### src/uart_ctl_pkg.sv
// Package of register offsets, field positions, reset values and state
// types for the serial port control and interrupt block.
// Assumes a single 40 MHz clock and 32-entry FIFOs outside the block.
package uart_ctl_pkg;

  // ==========================================================================
  // Register offsets (byte addresses on the peripheral bus)
  // ==========================================================================
  localparam logic [7:0] OFS_PORT_CONTROL = 8'h00;
  localparam logic [7:0] OFS_FIFO_LEVEL = 8'h04;
  localparam logic [7:0] OFS_IRQ_MASK = 8'h08;
  localparam logic [7:0] OFS_IRQ_RAW = 8'h0c;
  localparam logic [7:0] OFS_IRQ_MASKED = 8'h10;
  localparam logic [7:0] OFS_IRQ_CLEAR = 8'h14;

  // ==========================================================================
  // Port control fields
  // ==========================================================================
  localparam int CR_CLEAR_SEND_FLOW_ENABLE = 15;
  localparam int CR_REQUEST_SEND_FLOW_ENABLE = 14;
  localparam int CR_REQUEST_SEND = 11;
  localparam int CR_TERMINAL_READY = 10;
  localparam int CR_RECEIVER_ENABLE = 9;
  localparam int CR_TRANSMITTER_ENABLE = 8;
  localparam int CR_INFRARED_LOW_POWER_SELECT = 2;
  localparam int CR_INFRARED_ENABLE = 1;
  localparam int CR_PORT_ENABLE = 0;
  localparam logic [15:0] CR_WRITE_MASK = 16'hcf07;
  localparam logic [15:0] CR_RESET = 16'h0000;

  // ==========================================================================
  // Level select fields and interrupt source positions
  // ==========================================================================
  localparam int LVL_RX_LSB = 3;
  localparam int LVL_TX_LSB = 0;
  localparam logic [5:0] LVL_RESET = 6'h00;
  localparam logic [10:0] MASK_RESET = 11'h000;
  localparam int IRQ_OVERRUN = 10;
  localparam int IRQ_BREAK = 9;
  localparam int IRQ_PARITY = 8;
  localparam int IRQ_FRAMING = 7;
  localparam int IRQ_RX_TIMEOUT = 6;
  localparam int IRQ_TX_LEVEL = 5;
  localparam int IRQ_RX_LEVEL = 4;
  localparam int IRQ_MODEM_LSB = 0;

  // ==========================================================================
  // Counts
  // ==========================================================================
  localparam logic [8:0] RX_TIMEOUT_TICKS = 9'h1ff;
  localparam logic [3:0] TICKS_PER_BIT_LAST = 4'hf;
  localparam logic [3:0] IR_PULSE_TICKS = 4'h3;
  localparam logic [1:0] IR_LP_PULSE_LAST = 2'h2;
  localparam logic [3:0] DATA_BITS_LAST = 4'h7;
  localparam int TX_STAGE_DEPTH = 4;

  typedef enum logic [1:0] {
    TX_IDLE = 2'b00,
    TX_START = 2'b01,
    TX_DATA = 2'b11,
    TX_STOP = 2'b10
  } tx_state_t;

  // Trigger point in entries of a 32-entry FIFO; reserved codes act as 7/8.
  function automatic logic [5:0] fill_threshold(input logic [2:0] sel);
    case (sel)
      3'h0: fill_threshold = 6'h04;
      3'h1: fill_threshold = 6'h08;
      3'h2: fill_threshold = 6'h10;
      3'h3: fill_threshold = 6'h18;
      default: fill_threshold = 6'h1c;
    endcase
  endfunction

endpackage

### src/stage_fifo.sv
// Small synchronous FIFO with valid/ready on both sides.
// Assumes one clock and an asynchronous active-low reset; DEPTH power of 2.
`timescale 1ns/1ps
`default_nettype none
module stage_fifo #(
  parameter int WIDTH = 8,
  parameter int DEPTH = 4
) (
  input wire logic i_clk,
  input wire logic i_rst_n,
  input wire logic [WIDTH-1:0] i_in_data,
  input wire logic i_in_valid,
  output logic o_in_ready,
  output logic [WIDTH-1:0] o_out_data,
  output logic o_out_valid,
  input wire logic i_out_ready
);
  localparam int AW = $clog2(DEPTH);

  typedef struct packed {
    logic [AW-1:0] wr_ptr;
    logic [AW-1:0] rd_ptr;
    logic [AW:0] count;
  } fifo_state_t;

  fifo_state_t q_reg;
  fifo_state_t q_next;
  logic [WIDTH-1:0] mem [DEPTH];
  logic push;
  logic pop;

  assign o_in_ready = (q_reg.count != (AW+1)'(DEPTH));
  assign o_out_valid = (q_reg.count != '0);
  assign o_out_data = mem[q_reg.rd_ptr];
  assign push = i_in_valid && o_in_ready;
  assign pop = o_out_valid && i_out_ready;

  always_comb
  begin
    q_next = q_reg;
    if (push)
      q_next.wr_ptr = q_reg.wr_ptr + 1'b1;
    if (pop)
      q_next.rd_ptr = q_reg.rd_ptr + 1'b1;
    if (push && !pop)
      q_next.count = q_reg.count + 1'b1;
    else if (pop && !push)
      q_next.count = q_reg.count - 1'b1;
  end

  always_ff @(posedge i_clk or negedge i_rst_n)
  begin
    if (!i_rst_n)
      q_reg <= '0;
    else
      q_reg <= q_next;
  end

  // The array holds data only, so it needs no reset.
  always_ff @(posedge i_clk)
  begin
    if (push)
      mem[q_reg.wr_ptr] <= i_in_data;
  end
endmodule // stage_fifo
`default_nettype wire

### src/uart_ctl.sv
// Control and interrupt logic of a serial port with infrared encoding and
// modem lines, plus a small character transmitter fed through a staging FIFO.
// Assumes the receive shifter, the 32-entry FIFOs and the tick dividers are
// outside; their counts, events and ticks arrive synchronous to i_clk.
//
// Summary of operation
// - With clear-send flow enabled outside infrared mode, no character starts until clear-send asserted.
// - With request-send flow enabled, request-send follows receive FIFO space.
// - Without request-send flow, request-send pin is the inverse of control bit 11.
// - Terminal-ready pin is the inverse of control bit 10.
// - Receiver enable gates reception; a character under way completes.
// - Transmitter enable gates sending; a character under way completes.
// - Infrared zero is a 3/16 bit pulse, or three low-power ticks.
// - Infrared mode holds serial out at 1 and ignores receive and modem pins.
// - Infrared disabled keeps infrared out at 0 and ignores its input.
// - Port enable gates all traffic; a character under way completes, but infrared out drops to 0 at once.
// - Receive level codes 0-4 trigger at 1/8..7/8 full or more.
// - Transmit level codes 0-4 trigger at 1/8..7/8 full or less.
// - Level interrupts fire on crossing the threshold, not on sitting past it.
// - Mask register holds one read/write bit per source, bits 10 to 0.
// - Raw and masked status share the same eleven-source bit order.
// - Break, parity and framing flags stay set until cleared by write.
// - Overrun is set by its event and clears on a receive FIFO read or a clear write.
// - Status reads zero after reset, except modem bits for pins already asserted.
// - Clear register is write-only; ones clear, zeros do nothing.
// - Receive timeout rises 511 oversample ticks after unread data stored.
`timescale 1ns/1ps
`default_nettype none
module uart_ctl
  import uart_ctl_pkg::*;
(
  input wire logic i_clk,
  input wire logic i_rst_n,
  input wire logic i_psel,
  input wire logic i_penable,
  input wire logic i_pwrite,
  input wire logic [7:0] i_paddr,
  input wire logic [31:0] i_pwdata,
  output logic [31:0] o_prdata,
  output logic o_pready,
  output logic o_pslverr,
  input wire logic i_oversample_tick,
  input wire logic i_low_power_ir_tick,
  input wire logic [7:0] i_tx_data,
  input wire logic i_tx_valid,
  output logic o_tx_ready,
  input wire logic [5:0] i_tx_fifo_count,
  input wire logic [5:0] i_rx_fifo_count,
  input wire logic i_rx_fifo_write,
  input wire logic i_rx_fifo_read,
  input wire logic i_rx_busy,
  input wire logic i_break_event,
  input wire logic i_parity_event,
  input wire logic i_framing_event,
  input wire logic i_overrun_event,
  input wire logic i_rxd_pin,
  input wire logic i_infrared_rx_pin,
  input wire logic i_clear_send_in_pin_n,
  input wire logic i_dsr_pin_n,
  input wire logic i_dcd_pin_n,
  input wire logic i_ring_pin_n,
  output logic o_rx_line,
  output logic o_rx_enable,
  output logic o_txd_pin,
  output logic o_infrared_tx_pin,
  output logic o_rts_pin_n,
  output logic o_dtr_pin_n,
  output logic o_irq
);

  // ==========================================================================
  // State
  // ==========================================================================
  typedef struct packed {
    logic [15:0] ctrl;
    logic [5:0] lvl;
    logic [10:0] mask;
    logic [10:0] flags;
    logic [5:0] rx_prev;
    logic [5:0] tx_prev;
    logic [8:0] tmo_cnt;
    logic [3:0] modem_prev;
    logic rx_gate;
    tx_state_t tx_state;
    logic [3:0] tick;
    logic [3:0] bit_idx;
    logic [7:0] shift;
    logic [1:0] lp_cnt;
    logic lp_on;
    logic txd;
    logic ir_out;
    logic rts_n;
    logic dtr_n;
    logic irq;
    logic [31:0] rdata;
  } state_t;

  state_t q_reg;
  state_t q_next;

  logic [7:0] stage_data;
  logic stage_valid;
  logic stage_take;
  logic wr_en;
  logic rd_en;
  logic ir_mode;
  logic port_on;
  logic cts_ok;
  logic bit_end;
  logic line_bit;
  logic [3:0] modem_now;
  logic [10:0] raw;
  logic [10:0] masked;
  logic [10:0] clear_bits;
  logic [5:0] rx_thr;
  logic [5:0] tx_thr;

  // Characters wait here so the bus side never stalls mid-character.
  stage_fifo #(
    .WIDTH(8),
    .DEPTH(TX_STAGE_DEPTH)
  ) u_stage (
    .i_clk(i_clk),
    .i_rst_n(i_rst_n),
    .i_in_data(i_tx_data),
    .i_in_valid(i_tx_valid),
    .o_in_ready(o_tx_ready),
    .o_out_data(stage_data),
    .o_out_valid(stage_valid),
    .i_out_ready(stage_take)
  );

  // ==========================================================================
  // Decode
  // ==========================================================================
  assign wr_en = i_psel && i_penable && i_pwrite;
  assign rd_en = i_psel && !i_penable && !i_pwrite;
  assign ir_mode = q_reg.ctrl[CR_INFRARED_ENABLE];
  assign port_on = q_reg.ctrl[CR_PORT_ENABLE];
  // Modem pins are ignored in infrared mode; clear-send then counts as
  // asserted, so flow control cannot lock the transmitter forever.
  assign modem_now = ir_mode ? q_reg.modem_prev :
    {~i_dsr_pin_n, ~i_dcd_pin_n, ~i_clear_send_in_pin_n, ~i_ring_pin_n};
  assign cts_ok = !q_reg.ctrl[CR_CLEAR_SEND_FLOW_ENABLE] || ir_mode ||
    !i_clear_send_in_pin_n;
  assign stage_take = (q_reg.tx_state == TX_IDLE) && i_oversample_tick &&
    stage_valid && port_on && q_reg.ctrl[CR_TRANSMITTER_ENABLE] && cts_ok;
  assign bit_end = i_oversample_tick && (q_reg.tick == TICKS_PER_BIT_LAST);
  assign rx_thr = fill_threshold(q_reg.lvl[LVL_RX_LSB +: 3]);
  assign tx_thr = fill_threshold(q_reg.lvl[LVL_TX_LSB +: 3]);
  assign raw = q_reg.flags;
  assign masked = raw & q_reg.mask;
  assign clear_bits = (wr_en && i_paddr == OFS_IRQ_CLEAR) ?
    i_pwdata[10:0] : 11'h000;

  always_comb
  begin
    case (q_reg.tx_state)
      TX_START: line_bit = 1'b0;
      TX_DATA: line_bit = q_reg.shift[0];
      default: line_bit = 1'b1;
    endcase
  end

  // ==========================================================================
  // Next state
  // ==========================================================================
  always_comb
  begin
    q_next = q_reg;

    // Registers written by software.
    if (wr_en && i_paddr == OFS_PORT_CONTROL)
      q_next.ctrl = i_pwdata[15:0] & CR_WRITE_MASK;
    if (wr_en && i_paddr == OFS_FIFO_LEVEL)
      q_next.lvl = i_pwdata[5:0];
    if (wr_en && i_paddr == OFS_IRQ_MASK)
      q_next.mask = i_pwdata[10:0];

    // Sticky flags: clear first so a same-cycle event wins.
    q_next.flags = q_reg.flags & ~clear_bits;
    if (i_rx_fifo_read)
      q_next.flags[IRQ_OVERRUN] = 1'b0;
    if (i_overrun_event)
      q_next.flags[IRQ_OVERRUN] = 1'b1;
    if (i_break_event)
      q_next.flags[IRQ_BREAK] = 1'b1;
    if (i_parity_event)
      q_next.flags[IRQ_PARITY] = 1'b1;
    if (i_framing_event)
      q_next.flags[IRQ_FRAMING] = 1'b1;
    if (q_reg.rx_prev < rx_thr && i_rx_fifo_count >= rx_thr)
      q_next.flags[IRQ_RX_LEVEL] = 1'b1;
    if (q_reg.tx_prev > tx_thr && i_tx_fifo_count <= tx_thr)
      q_next.flags[IRQ_TX_LEVEL] = 1'b1;
    q_next.flags[IRQ_MODEM_LSB +: 4] = q_next.flags[IRQ_MODEM_LSB +: 4] |
      (modem_now ^ q_reg.modem_prev);
    q_next.rx_prev = i_rx_fifo_count;
    q_next.tx_prev = i_tx_fifo_count;
    q_next.modem_prev = modem_now;

    // Timeout restarts on any FIFO traffic and stops at its terminal count.
    if (i_rx_fifo_write || i_rx_fifo_read || i_rx_fifo_count == 6'h00)
      q_next.tmo_cnt = 9'h000;
    else if (i_oversample_tick && q_reg.tmo_cnt != RX_TIMEOUT_TICKS)
    begin
      q_next.tmo_cnt = q_reg.tmo_cnt + 9'h001;
      if (q_next.tmo_cnt == RX_TIMEOUT_TICKS)
        q_next.flags[IRQ_RX_TIMEOUT] = 1'b1;
    end

    // Receiver gate only drops between characters.
    if (!i_rx_busy)
      q_next.rx_gate = port_on && q_reg.ctrl[CR_RECEIVER_ENABLE];

    // Character transmitter; a started character always runs to its stop bit.
    case (q_reg.tx_state)
      TX_IDLE:
      begin
        if (stage_take)
        begin
          q_next.tx_state = TX_START;
          q_next.shift = stage_data;
          q_next.tick = 4'h0;
          q_next.lp_on = 1'b1;
          q_next.lp_cnt = 2'h0;
        end
      end
      TX_START, TX_DATA, TX_STOP:
      begin
        if (i_oversample_tick)
          q_next.tick = q_reg.tick + 4'h1;
        if (bit_end)
        begin
          q_next.lp_on = 1'b1;
          q_next.lp_cnt = 2'h0;
          if (q_reg.tx_state == TX_START)
          begin
            q_next.tx_state = TX_DATA;
            q_next.bit_idx = 4'h0;
          end
          else if (q_reg.tx_state == TX_DATA)
          begin
            q_next.shift = {1'b1, q_reg.shift[7:1]};
            q_next.bit_idx = q_reg.bit_idx + 4'h1;
            if (q_reg.bit_idx == DATA_BITS_LAST)
              q_next.tx_state = TX_STOP;
          end
          else
            q_next.tx_state = TX_IDLE;
        end
      end
      default:
        q_next.tx_state = TX_IDLE;
    endcase
    if (i_low_power_ir_tick && q_reg.lp_on && !bit_end && !stage_take)
    begin
      if (q_reg.lp_cnt == IR_LP_PULSE_LAST)
        q_next.lp_on = 1'b0;
      else
        q_next.lp_cnt = q_reg.lp_cnt + 2'h1;
    end

    // Pins.
    q_next.txd = ir_mode ? 1'b1 : line_bit;
    if (!ir_mode || !port_on || line_bit)
      q_next.ir_out = 1'b0;
    else if (q_reg.ctrl[CR_INFRARED_LOW_POWER_SELECT])
      q_next.ir_out = q_reg.lp_on;
    else
      q_next.ir_out = (q_reg.tick < IR_PULSE_TICKS);
    if (q_reg.ctrl[CR_REQUEST_SEND_FLOW_ENABLE])
      q_next.rts_n = (i_rx_fifo_count >= rx_thr);
    else
      q_next.rts_n = !q_reg.ctrl[CR_REQUEST_SEND];
    q_next.dtr_n = !q_reg.ctrl[CR_TERMINAL_READY];
    q_next.irq = |masked;

    // Read data is captured in the setup phase and held through access.
    if (rd_en)
    begin
      case (i_paddr)
        OFS_PORT_CONTROL: q_next.rdata = {16'h0000, q_reg.ctrl};
        OFS_FIFO_LEVEL: q_next.rdata = {26'h000_0000, q_reg.lvl};
        OFS_IRQ_MASK: q_next.rdata = {21'h00_0000, q_reg.mask};
        OFS_IRQ_RAW: q_next.rdata = {21'h00_0000, raw};
        OFS_IRQ_MASKED: q_next.rdata = {21'h00_0000, masked};
        default: q_next.rdata = 32'h0000_0000;
      endcase
    end
  end

  always_ff @(posedge i_clk or negedge i_rst_n)
  begin
    if (!i_rst_n)
    begin
      q_reg <= '0;
      q_reg.ctrl <= CR_RESET;
      q_reg.lvl <= LVL_RESET;
      q_reg.mask <= MASK_RESET;
      q_reg.txd <= 1'b1;
      q_reg.rts_n <= 1'b1;
      q_reg.dtr_n <= 1'b1;
    end
    else
      q_reg <= q_next;
  end

  // ==========================================================================
  // Outputs
  // ==========================================================================
  assign o_prdata = q_reg.rdata;
  assign o_pready = 1'b1;
  assign o_pslverr = 1'b0;
  assign o_rx_line = q_reg.ctrl[CR_INFRARED_ENABLE] ? ~i_infrared_rx_pin :
    i_rxd_pin;
  assign o_rx_enable = q_reg.rx_gate;
  assign o_txd_pin = q_reg.txd;
  assign o_infrared_tx_pin = q_reg.ir_out;
  assign o_rts_pin_n = q_reg.rts_n;
  assign o_dtr_pin_n = q_reg.dtr_n;
  assign o_irq = q_reg.irq;
endmodule // uart_ctl
`default_nettype wire

### config.mk
export PLATFORM = sky130hd
export DESIGN_NAME = uart_ctl
export DESIGN_NICKNAME = d
export VERILOG_FILES = /design/src/uart_ctl_pkg.sv /design/src/stage_fifo.sv /design/src/uart_ctl.sv
export SDC_FILE = /design/constraint.sdc
export NUM_CORES = 1
export LEC_CHECK = 0
export BUFFER_PORTS_ARGS = -buffer_cell sky130_fd_sc_hd__buf_2
export CORE_UTILIZATION = 58
export CTS_BUF_LIST = sky130_fd_sc_hd__clkbuf_8
export DETAILED_ROUTE_END_ITERATION = 6
export PLACE_DENSITY = 0.82
export SLEW_MARGIN = 25
export SYNTH_ARGS = -nofsm -noshare
export SYNTH_HDL_FRONTEND = slang
export SYNTH_SLANG_ARGS = --single-unit
### constraint.sdc
create_clock -name i_clk -period 3 [get_ports i_clk]
set_input_delay 0.45 -clock i_clk [delete_from_list [all_inputs] [get_ports i_clk]]
set_output_delay 0.45 -clock i_clk [all_outputs]
set_load 0.005 [all_outputs]
==> results by stage, run 1 <==
Synthesis:
- The share of synthesized flip-flops with an asynchronous set or reset is 0.771.
- The number of synthesis warnings is 0.
- Of the total synthesized cell area, the portion taken by XOR and XNOR cells is 0.0217.
- The fraction of the mapped netlist area in compound gates is 0.121.
- The largest total area in the synthesized netlist belongs to dfrtp_1.
- The sequential area share after synthesis is 0.536.
- The largest family of logic cells by synthesized area is compound AO/OA/AOI/OAI gates.
- Of the post-synthesis cell area, the dominant cell type holds 0.384.
- Counting distinct cell types in the post-synthesis netlist gives 64.
- Of the total synthesized cell area, the portion taken by AND, OR, NAND and NOR gates is 0.111.
- In the synthesized netlist, the number of instances is around 600.
- Yosys attributes the largest share of cell area to dfrtp_1 38%, edfxtp_1 14%, ha_1 4.8%.
- The flip-flop and latch count after synthesis is 140.
- The number of enable-type register cells in the synthesized netlist is 32.
- Of the total synthesized cell area, the portion taken by full adders, half adders and majority gates is 0.0504.
- A synthesized cell averages 11.7 µm².
- The share of cell area taken by muxes after synthesis is 0.0981.
- The cell area after synthesis is 6850 µm².
- For this run, the leading register cell type out of synthesis is dfrtp_1.

Cells and area:
- Measured on the finished design, the core utilization comes to 0.663.
- The fraction of final layout cells sized beyond drive strength 1 is 0.247.
- 0 antenna diodes ended up in the layout.
- After filler insertion, the fill cell instance count of the layout stands at about 840.
- The finished layout holds 818 standard cells, fillers aside.
- From synthesis to final layout, the design area changed by 11.1%.
- The final non-filler cell area is approximately 7600 µm².
- The flip-flop count of the largest register, all copies and words added is slightly below 70.
- The net count of the finished layout is between 700 and 800.

Pwr:
- The maximum VDD drop is 0.000474 V.
- The leakage power is between 3 and 4 nW.
- For this design the ratio of total power to cell area is 562 nW/µm².
- The total power is 4.28 mW.

STA:
- The worst slack on hold paths is 0.0928 ns.
- The fmax is 0.425 GHz.
- After routing, the total negative slack on setup checks comes to 0 ns.
- Setup repair after global routing left no endpoint under its margin.
- Headroom to the max-slew limit came out at 0.456.
- The hold violation total from the final report came to 0.
- Across all setup checks in the final design, the least slack found is 0.649 ns.
- The max-slew violation count came to 0.
- The final clock skew is approximately 0.0095 ns.
- Dividing the final minimum period by the clock period gives 0.784.
- Setup violations remaining at the end of the flow were counted as 0.
- The shortest clock period the worst path allows after layout is 2.35 ns.
- For the pin with the worst max-slew slack, the measured transition is between 0.8 and 0.9 ns.

Run status:
- The flow ran to the end, and the final reports show no timing, DRC or antenna violations.

Worst hold path:
- The path class of the tightest hold or removal check is primary input to asynchronous set/reset pin.

Placed design:
- The number of buffer cells added on primary ports is 84.
- The routability congestion estimate from global placement is 0.877.
- The number of placed cells counting well taps is 786.
- The placement-stage worst setup slack is 0.482 ns.
- The placed standard-cell area is 7230 µm².
- After legalization and detailed placement, the total HPWL measured 10100 µm.

Floorplan:
- The starting density of the core is 0.597.
- The die is 111 µm wide.
- The area of the die is 12200 µm².
- The floorplan has 39 rows.
- For this design the top-level I/O count stands at 123.
- The total area inside the core boundary comes to 11500 µm².
- The floorplan step set the die height to 111 µm.

Drt:
- The routed layout has 4848 vias.
- The first-pass iteration count of the detailed router is 5.
- In the routed design, unresolved DRC markers number 0.
- In the routed layout, each cell is associated on average with a via count of 5.93.
- The first-iteration detailed-routing DRC count is 378.
- Dividing the detail-routed wire length by the instance count gives 17.1 µm.
- The number of antenna-violating nets in the routed design is 0.
- The total wire length is 14000 µm.

Setup path:
- The peak fanout along the critical path is 4.
- Data on the critical path is required at its endpoint by 3.34 ns.
- The type of destination of the critical path is a flop.
- STA puts the critical path data arrival time at 2.69 ns.
- The critical path in this run is classified as flop to flop.
- The critical path startpoint category is a flop.

Clock tree:
- In this run the clock root is driven by a clkbuf_8.
- In this run, post-CTS repair resized a total of 0 instances.
- The clock-pin slew on the worst setup and hold paths is ~0.080 ns.
- The maximum level of the CTS H-tree is 4.
- The TritonCTS sink count is 140.
- The later pin in the worst-skew pair is clocked with a latency of around 0.45 ns.
- The TritonCTS buffer count is 17.
- The post-CTS setup-driven buffer insertion count is 0.
- The CTS tree is done.
- In this run, post-CTS hold repair placed 0 buffers.
- The number of buffers between clock root and the deepest sink is 2.

Flow run:
- Across the run, the number of max-cap violations was 0.

Global route:
- The via count of the first global-routing pass is around 4800.
- Entering global routing, the biggest net connects 68 pins.
- The total global routing track utilization is 0.246.
- The first global-routing pass estimated 23400 µm of wire.
- The remaining global-route overflow is 0.
- The initial antenna violation count is 1.
==> worst max-delay path, stage by stage (launching register included) <==
cell and delay, ns:
dfrtp_1 0.42, inv_1 0.15, ha_1 0.20, nand4_1 0.12
nor3_1 0.21, inv_1 0.16, ha_1 0.25, inv_1 0.07
fa_1 0.40, mux2_2 0.26
==> cells in the final DEF (no fill, tap or decap), types with 8 or more instances in the layout <==
cell	Yosys	final
mux4_2	8	8
ha_1	26	26
nor3_1	10	10
clkbuf_8	0	17
nand2_1	64	64
a21oi_1	24	24
mux2_2	17	17
o21ai_0	34	34
nand4_1	8	8
buf_2	1	83
nand3_1	12	12
edfxtp_1	32	32
dfrtp_1	105	105
nor2_1	22	22
nand2b_1	8	8
xor2_1	10	10
mux2i_1	15	15
a32oi_1	14	14
mux2_4	10	10
inv_1	22	23
conb_1	2	20
==> worst paths after layout <==
check | start | end | slack (ns) | cells past startpoint
worst min-delay path | i_rst_n | o_prdata[5] | 0.09 | 1
max in group asynchronous | i_rst_n | o_txd_pin | 2.12 | 2
min in group i_clk | i_tx_fifo_count[0] | q_reg[72] | 0.12 | 1
worst min register to register | q_reg[122] | o_dtr_pin_n | 0.42 | 1
worst max register to register | q_reg[57] | u_stage.q_reg[1] | 0.65 | 9
worst max-delay path | q_reg[57] | u_stage.q_reg[1] | 0.65 | 9
==> cells by family (layout without fill, tap and decap cells) <==
logic type	after synthesis	count (layout)
DFF	140	140
AOI/OAI and AO/OA	122	122
xor gates and xnor gates	17	17
muxes	50	50
buffers and inverters	74	144
adders and majority gates	27	27
other	2	20
and+or+nand+nor	155	155
==> report_power, final <==
group / internal [mW] / total (mW) / leakage (nW) / switching [mW]
Sequential: 2.15 / 2.28 / 1.67 / 0.131
Combinational: 0.235 / 0.563 / 1.54 / 0.328
Clock: 0.667 / 1.43 / 0.186 / 0.764
==> cell usage after synthesis, drive strengths merged (7+ instances only) <==
cell type and instances:
dfrtp 105, mux4 8, mux2 27, nand3 12
nor2 22, xnor2 7, a21oi 24, inv 22
nand2 64, clkbuf 12, nand2b 8, nand4 8
nor3 11, xor2 10, edfxtp 32, o21ai 34
buf 40, ha 26, a32oi 14, mux2i 15
==> final cells by class <==
type,instances,area (µm²),area share
Clock buffer,17,234,0.0308
Clock inverter,15,143,0.0188
Inverter,22,82.6,0.0109
Tap cell,143,179,0.0235
Sequential cell,140,3670,0.482
Timing Repair Buffer,90,468,0.0615
Multi-Input combinational cell,391,2830,0.372
==> routing by layer <==
layer | vias to the layer above | GRT usage | share of wire
met2 | 185 | 0.406 | 0.50
li1 | 2245 | - | -
met4 | 2 | 0.0916 | 0.019
met1 | 2387 | 0.306 | 0.42
met5 | - | 0 | 0.00093
met3 | 29 | 0.0749 | 0.058
No activity file was read; power rests on OpenSTA's default activity.
==> run 2: changes to the inputs <==
==> constraint.sdc (replaced) <==
create_clock -name i_clk -period 2.4 [get_ports i_clk]
set_input_delay 0.36 -clock i_clk [delete_from_list [all_inputs] [get_ports i_clk]]
set_output_delay 0.36 -clock i_clk [all_outputs]
set_load 0.005 [all_outputs]
==> run 2 against run 1 <==
Hold slack worse by 0.058 ns. Register-to-register slack worse by 0.57 ns. Cell count is 0.98% higher. Maximum frequency is 1.2% higher. Total power is 27% higher. Die area stayed put. Wire length is 3.5% higher.
==> results by stage, run 2 (synthesis gave the netlist of run 1 again) <==
Cells and area:
- The flip-flop count of the largest register, all copies and words added is 68 (unchanged).
- The share of the core filled with cells is 0.671 (+0.00818).
- The area growth from synthesis to layout is 12.5%.
- The library cells used most frequently in the layout, excluding fill and tap cells, are 105 x dfrtp_1, 83 x buf_2, 64 x nand2_1, 34 x o21ai_0, 32 x edfxtp_1.
- The fraction of final layout cells sized beyond drive strength 1 is 0.259 (+0.0117).
- The number of inserted filler cells in the final layout is 818 (-2.2%).
- The count of placed standard cells in the final layout, fillers left out is 826 (+0.98%).
- The library cell used most frequently in the layout, excluding fill and tap cells, is dfrtp_1.
- The number of antenna diodes is 0 (unchanged).
- The number of nets in the final layout is 778 (+1.0%).

STA:
- The pin slew with the least headroom to its limit came to 0.701 ns (-0.115 ns).
- The fmax is 0.430 GHz (+1.2%).
- The least setup slack across all paths after layout came to 0.0760 ns (-0.573 ns).
- The share of the clock period used by the worst path is 0.968 (+0.185).
- The number of failing setup endpoints in the final timing report is 0 (unchanged).
- The shortest clock period the worst path allows after layout came to 2.32 ns (-0.0269 ns).
- The hold violation total from the final report is 0 (unchanged).
- The normalized max-slew margin is 0.521 (+0.0644).
- The max-slew violation count is 0 (unchanged).
- The final clock skew is 0.0119 ns (+0.00241 ns).

Drt:
- The number of antenna-violating nets in the routed design is 0 (unchanged).
- The number of remaining DRC errors is 0 (unchanged).
- The first-iteration detailed-routing DRC count is 305 (-19%).
- The first-pass iteration count of the detailed router is 5 (unchanged).
- The via count normalized by instance count is 5.95 (+0.40%).
- The total wire length was 14400 µm (+3.5%).
- The total via count in the routed design was 4915 (+1.4%).
- The routed length per instance came to 17.5 µm (+2.5%).

Setup path:
- The reg-to-reg setup timing slack is 0.08 ns (-0.57 ns).
- The required arrival time at the worst endpoint is 2.73 ns (-0.61 ns).
- Grouping stages by cell kind, the critical path spends the most delay in adder cells.
- The peak fanout along the critical path is 4 (unchanged).
- STA classifies the critical path endpoint as a flop.
- The worst register-to-register path ends at u_stage.q_reg[1].
- The slowest stage of the critical path belongs to the cell dfrtp_1.
- In this run the critical register-to-register path is launched from q_reg[57].
- The signal arrival time at the worst endpoint is 2.65 ns (-0.04 ns).
- Walking the worst path, the cells encountered are inv_2 -> ha_1 -> nand4_1 -> nor3_2 -> inv_2 -> ha_1 -> inv_1 -> fa_1 -> mux2_2.
- The worst setup path is launched from a flop.
- The buffers plus inverters on the worst setup path is 3 (unchanged).
- The length in cells of the worst reg-to-reg path is 9 (unchanged).
- The startpoint-to-endpoint class of the critical path is flop to flop.
- The delay of the slowest critical-path stage is 0.41 ns (about the same).

Worst hold path:
- The worst hold path terminates at q_reg[73].
- In this run the most critical hold path is launched from i_tx_fifo_count[1].
- In this run the worst hold path is classified as primary input to flop.
- Counting instances, the worst hold path has a depth of 1.

Flow run:
- The number of violations of the max-capacitance limit came to 0 (unchanged).

Pwr:
- The power density normalized to cell area came to 705 nW/µm² (+25%).
- The leakage power is 3.45 nW (+1.6%).
- The maximum VDD drop is 0.000662 V (+40%).

Global route:
- The total global routing track utilization came to 0.250 (+0.00412).
- The initial antenna violation count was 0 (-1).
- The first-pass GRT wire length is 24000 µm (+2.5%).
- The maximum number of pins on one net before global-route repair is 49 (-28%).
- The remaining global-route overflow is 0 (unchanged).
- The via count of the first global-routing pass was 5000 (+4.6%).

Floorplan:
- The standard cell core area is 11500 µm² (unchanged).
- The die height was 111 µm (unchanged).
- The number of ports placed on the die boundary was 123 (unchanged).
- The number of core rows is 39 (unchanged).
- The starting density of the core came to 0.597 (unchanged).
- The horizontal die dimension was 111 µm (unchanged).
- The area of the die is 12200 µm² (unchanged).

Clock tree:
- The number of buffers between clock root and the deepest sink is 2 (unchanged).
- The CTS tree is done.
- The TritonCTS sink count is 140 (unchanged).
- The TritonCTS buffer count is 17 (unchanged).
- The maximum level of the CTS H-tree was 4 (unchanged).
- The clock-pin slew on the worst setup and hold paths came to 0.08 ns (about the same).
- Clock tree synthesis selected as its root buffer the cell clkbuf_8.
- The worst-skew pair later-pin latency is 0.45 ns (about the same).

Placed design:
- The number of buffer cells added on primary ports is 84 (unchanged).
- The number of placed cells counting well taps is 792 (+0.76%).
- The routability congestion estimate from global placement is 0.856 (-2.3%).
- The HPWL after detailed placement is 10400 µm (+3.4%).
- The placement-stage worst setup slack is 0.0321 ns (-0.450 ns).

Run status:
- The flow ran to the end, and the final reports show no timing, DRC or antenna violations.
[run 2: how the worst max path moves through the flow]
stage	startpoint	endpoint	slack, ns	depth (start not counted)
6_report	q_reg[57]	u_stage.q_reg[1]	0.08	9
5_1_grt	q_reg[57]	u_stage.q_reg[1]	-0.05	9
4_1_cts	q_reg[57]	u_stage.q_reg[1]	0.02	9
3_5_place_dp	q_reg[57]	u_stage.q_reg[1]	0.03	9
3_3_place_gp	q_reg[57]	u_stage.q_reg[1]	0.19	9
2_1_floorplan	i_paddr[5]	q_reg[100]	0.27	6
[run 2: power breakdown]
| group | internal, mW | total (mW) | switching, mW | leakage, nW |
|---|---|---|---|---|
| sequential | 2.69 | 2.86 | 0.169 | 1.67 |
| combinational | 0.302 | 0.710 | 0.408 | 1.58 |
| clock | 0.966 | 1.85 | 0.888 | 0.204 |
[run 2: what timing repair did]
action,in CTS,in global routing
setup buffers,0,1
endpoints found under the hold margin,33,0
resized for setup,0,4
hold buffers,1,0
endpoints found under the setup margin,0,1
[run 2: per-stage QoR]
| step | hold WS, ns | power [mW] | setup TNS (ns) | area (µm²) |
|---|---|---|---|---|
| 6_report | 0.0345 | 5.43 | 0 | 7700 |
| 3_3_place_gp | 0.345 | 3.53 | 0 | 7290 |
| 4_1_cts | 0.0126 | 5.46 | 0 | 7690 |
| 2_1_floorplan | 0.0644 | 3.33 | 0 | 6910 |
| 5_1_grt | 0.0145 | 5.67 | -0.0479 | 7700 |
| 3_5_place_dp | 0.358 | 3.62 | 0 | 7290 |
[run 2: cell type report]
cell class,count,area (µm²),share of cell area
Clock inverter,13,129,0.0167
Inverter,22,82.6,0.0107
Tap cell,143,179,0.0232
Multi-Input combinational cell,391,2840,0.369
Timing Repair Buffer,98,543,0.0705
Sequential cell,140,3670,0.476
Clock buffer,19,262,0.0340
[run 2: worst register-to-register path, stage by stage, from the launching register on]
cell and delay (ns):
dfrtp_1 0.41, inv_2 0.09, ha_1 0.20, nand4_1 0.16
nor3_2 0.25, inv_2 0.10, ha_1 0.23, inv_1 0.07
fa_1 0.41, mux2_2 0.28
[run 2: metal layers]
metal  share of wire  GRT usage
met1            0.41      0.306
met2            0.51      0.437
met3           0.056     0.0547
met4           0.020     0.0862
met5               0          0
==> run 3: changes to the inputs <==
--- a/config.mk
+++ b/config.mk
@@ -6,10 +6,8 @@
 export NUM_CORES = 1
 export LEC_CHECK = 0
 export BUFFER_PORTS_ARGS = -buffer_cell sky130_fd_sc_hd__buf_2
-export CORE_UTILIZATION = 58
-export CTS_BUF_LIST = sky130_fd_sc_hd__clkbuf_8
+export CORE_UTILIZATION = 23
 export DETAILED_ROUTE_END_ITERATION = 6
-export PLACE_DENSITY = 0.82
 export SLEW_MARGIN = 25
 export SYNTH_ARGS = -nofsm -noshare
 export SYNTH_HDL_FRONTEND = slang
==> run 3 against run 2 <==
Global-route usage shrank 14 points. First-iteration DRC count shrank 13%. Clock-buffer cell count shrank 2. Via count shrank 4.6%. Setup slack gained 0.12 ns. Maximum frequency grew 5.5%. Total power grew 12%. Critical path type unchanged. Cell count grew 30%. Clock power grew 35%. Largest cell class unchanged. Highest routed layer unchanged. Wire length grew 9.6%. Sequential share of layout area shrank 3.0 points.
==> results by stage, run 3 (synthesis gave the netlist of run 1 again) <==
Floorplan:
- The number of ports placed on the die boundary came to 123 (unchanged).
- The standard cell core area came to 29000 µm² (+150%).
- The area of the die is 30500 µm² (+150%).
- The starting density of the core is 0.236 (-0.361).
- The horizontal die dimension was 175 µm (+58%).
- The die height came to 175 µm (+58%).
- The number of core rows is 62 (+59%).

Placed design:
- The HPWL after detailed placement is 11600 µm (+11%).
- The number of buffer cells added on primary ports is 84 (unchanged).
- The number of placed cells counting well taps is 1039 (+31%).
- The routability congestion estimate from global placement was 0.769 (-10%).

Pwr:
- The proportion of total power due to net switching is 0.280 (+0.0103).
- The maximum VDD drop came to 0.000443 V (-33%).
- The fraction of power consumed by combinational cells is 0.118 (-0.013).
- The switching power of the nets is 1.70 mW (+16%).
- The internal power is 4.36 mW (+10%).
- The clock share of power is 0.411 (+0.069).
- The power density normalized to cell area is 737 nW/µm² (+4.6%).
- The leakage power was 3.54 nW (+2.7%).
- The power share of the sequential group was 0.471 (-0.057).

Global route:
- The first-pass GRT wire length is 25800 µm (+7.5%).
- The via count of the first global-routing pass is 4691 (-6.2%).
- The maximum number of pins on one net before global-route repair came to 44 (-10%).
- The total global routing track utilization is 0.109 (-0.141).
- The initial antenna violation count is 2 (+2).
- The remaining global-route overflow was 0 (unchanged).

Clock tree:
- TritonCTS built the clock tree.
- The worst-skew pair later-pin latency came to 0.42 ns (-0.03 ns).
- The maximum level of the CTS H-tree is 4 (unchanged).
- The post-CTS setup-driven buffer insertion count was 0 (unchanged).
- The TritonCTS buffer count is 17 (unchanged).
- The clock root buffer master is clkbuf_16.
- The TritonCTS sink count was 140 (unchanged).
- The clock-pin slew on the worst setup and hold paths was 0.06 ns (-0.02 ns).
- The number of buffers between clock root and the deepest sink is 2 (unchanged).

Drt:
- The number of antenna-violating nets in the routed design is 0 (unchanged).
- The total wire length is 15800 µm (+9.6%).
- The number of remaining DRC errors is 0 (unchanged).
- The first-iteration detailed-routing DRC count came to 264 (-13%).
- The routed length per instance is 14.7 µm (-16%).
- The first-pass iteration count of the detailed router is 7 (+2).
- The total via count in the routed design is 4689 (-4.6%).
- The via count normalized by instance count was 4.37 (-27%).

Worst hold path:
- The worst hold path belongs to the class primary input to flop.
- The startpoint identified for the worst hold timing path is i_tx_fifo_count[2].

STA:
- The fmax is 0.454 GHz (+5.5%).
- The shortest clock period the worst path allows after layout is 2.20 ns (-0.122 ns).
- The share of the clock period used by the worst path is 0.917 (-0.0509).
- The hold violation total from the final report is 0 (unchanged).
- The pin slew with the least headroom to its limit is 0.609 ns (-0.0913 ns).
- The normalized max-slew margin came to 0.594 (+0.0729).
- The final sum of negative setup slack is 0 ns (unchanged).
- The final clock skew is 0.00814 ns (-0.00380 ns).
- The max-slew violation count is 0 (unchanged).
- Setup repair after global routing left no endpoint under its margin.
- The number of failing setup endpoints in the final timing report is 0 (unchanged).

Setup path:
- The peak fanout along the critical path is 4 (unchanged).
- Among all stages on the critical path, the largest delay is contributed by dfrtp_1.
- The required arrival time at the worst endpoint is 2.71 ns (-0.02 ns).
- In this design, the largest share of critical-path delay is due to adder cells.
- The reg-to-reg setup timing slack was 0.20 ns (+0.12 ns).
- STA classifies the critical path endpoint as a flop.
- The signal on the critical path passes through inv_1 -> ha_1 -> nand4_1 -> nor3_2 -> inv_1 -> ha_1 -> inv_1 -> fa_1 -> mux2_2.
- The critical path startpoint category is a flop.
- The signal arrival time at the worst endpoint came to 2.51 ns (-0.14 ns).
- In this run the critical register-to-register path is launched from q_reg[57].
- The delay of the slowest critical-path stage is 0.40 ns (about the same).
- The origin of the worst setup path is q_reg[57].
- Counting stages on the worst path, the most repeated cell is inv_1.
- The buffers plus inverters on the worst setup path is 3 (unchanged).
- By startpoint and endpoint, the worst setup path is classified as flop to flop.

Flow run:
- The number of violations of the max-capacitance limit is 0 (unchanged).

Cells and area:
- The share of the core filled with cells is 0.283 (-0.389).
- The number of nets in the final layout came to 783 (+0.64%).
- The flip-flop count of the largest register, all copies and words added is 68 (unchanged).
- The number of inserted filler cells in the final layout came to 3031 (+270%).
- Leaving out fill and tap cells, the most frequent cells in the layout are 105 x dfrtp_1, 83 x buf_2, 64 x nand2_1, 34 x o21ai_0, 32 x edfxtp_1.
- Relative to the synthesized area, the layout overhead comes to 19.9%.
- The fraction of final layout cells sized beyond drive strength 1 was 0.263 (+0.00393).
- The library cell used most frequently in the layout, excluding fill and tap cells, is dfrtp_1.
- The count of placed standard cells in the final layout, fillers left out was 1074 (+30%).

Run status:
- The flow ran to the end, and the final reports show no timing, DRC or antenna violations.
## run 3: path summary, 6_finish.rpt
check                                    to  cells past startpoint
max in group asynchronous       o_dtr_pin_n                      3
setup reg to reg           u_stage.q_reg[1]                      9
hold reg to reg                 o_dtr_pin_n                      1
hold / removal                    q_reg[74]                      1
setup / recovery           u_stage.q_reg[1]                      9
min in group asynchronous         q_reg[74]                      2
## run 3: per-stage QoR
stage	area (µm²)	hold slack (ns)	power, mW	worst slack [ns]
6_report	8210	0.0636	6.05	0.198
2_1_floorplan	6910	0.0644	3.33	0.266
5_1_grt	8210	0.0435	6.39	0.0163
4_1_cts	8200	0.0467	6.14	0.159
3_5_place_dp	7630	0.302	3.62	0.176
3_3_place_gp	7630	0.300	3.58	0.171
## run 3: layer usage
layer | track usage | part of all wire | routed length [µm] | up-vias
met5 | 0 | 0 | 0 | -
met4 | 0.0431 | 0.023 | 370 | 0
met3 | 0.0276 | 0.048 | 765 | 17
met2 | 0.167 | 0.45 | 7050 | 136
met1 | 0.147 | 0.48 | 7630 | 2264
li1 | - | - | - | 2272
## run 3: area by class of cell
| type | count | area (µm²) | share of cell area |
|---|---|---|---|
| diodes | 2 | 5.00 | 0.000610 |
| clock buffers | 17 | 425 | 0.0518 |
| clock inverters | 15 | 130 | 0.0159 |
| inverters | 22 | 82.6 | 0.0101 |
| multi-input cells | 391 | 2840 | 0.346 |
| repair buffers | 103 | 581 | 0.0707 |
| well taps | 384 | 480 | 0.0585 |
| flip-flops and latches | 140 | 3670 | 0.447 |
## run 3: repair_timing
item,CTS,global route
endpoints found under the hold margin,24,0
setup endpoints to repair,0,1
resized for setup,0,1
hold buffers,1,0
## run 3: power groups by stage
stage | clock [mW] | combinational [mW] | sequential, mW
after floorplan | 0 | 0.480 | 2.85
after global placement | 0 | 0.696 | 2.88
after detailed placement | 0 | 0.719 | 2.90
after CTS | 2.56 | 0.723 | 2.85
after global routing | 2.68 | 0.825 | 2.89
final | 2.49 | 0.711 | 2.85
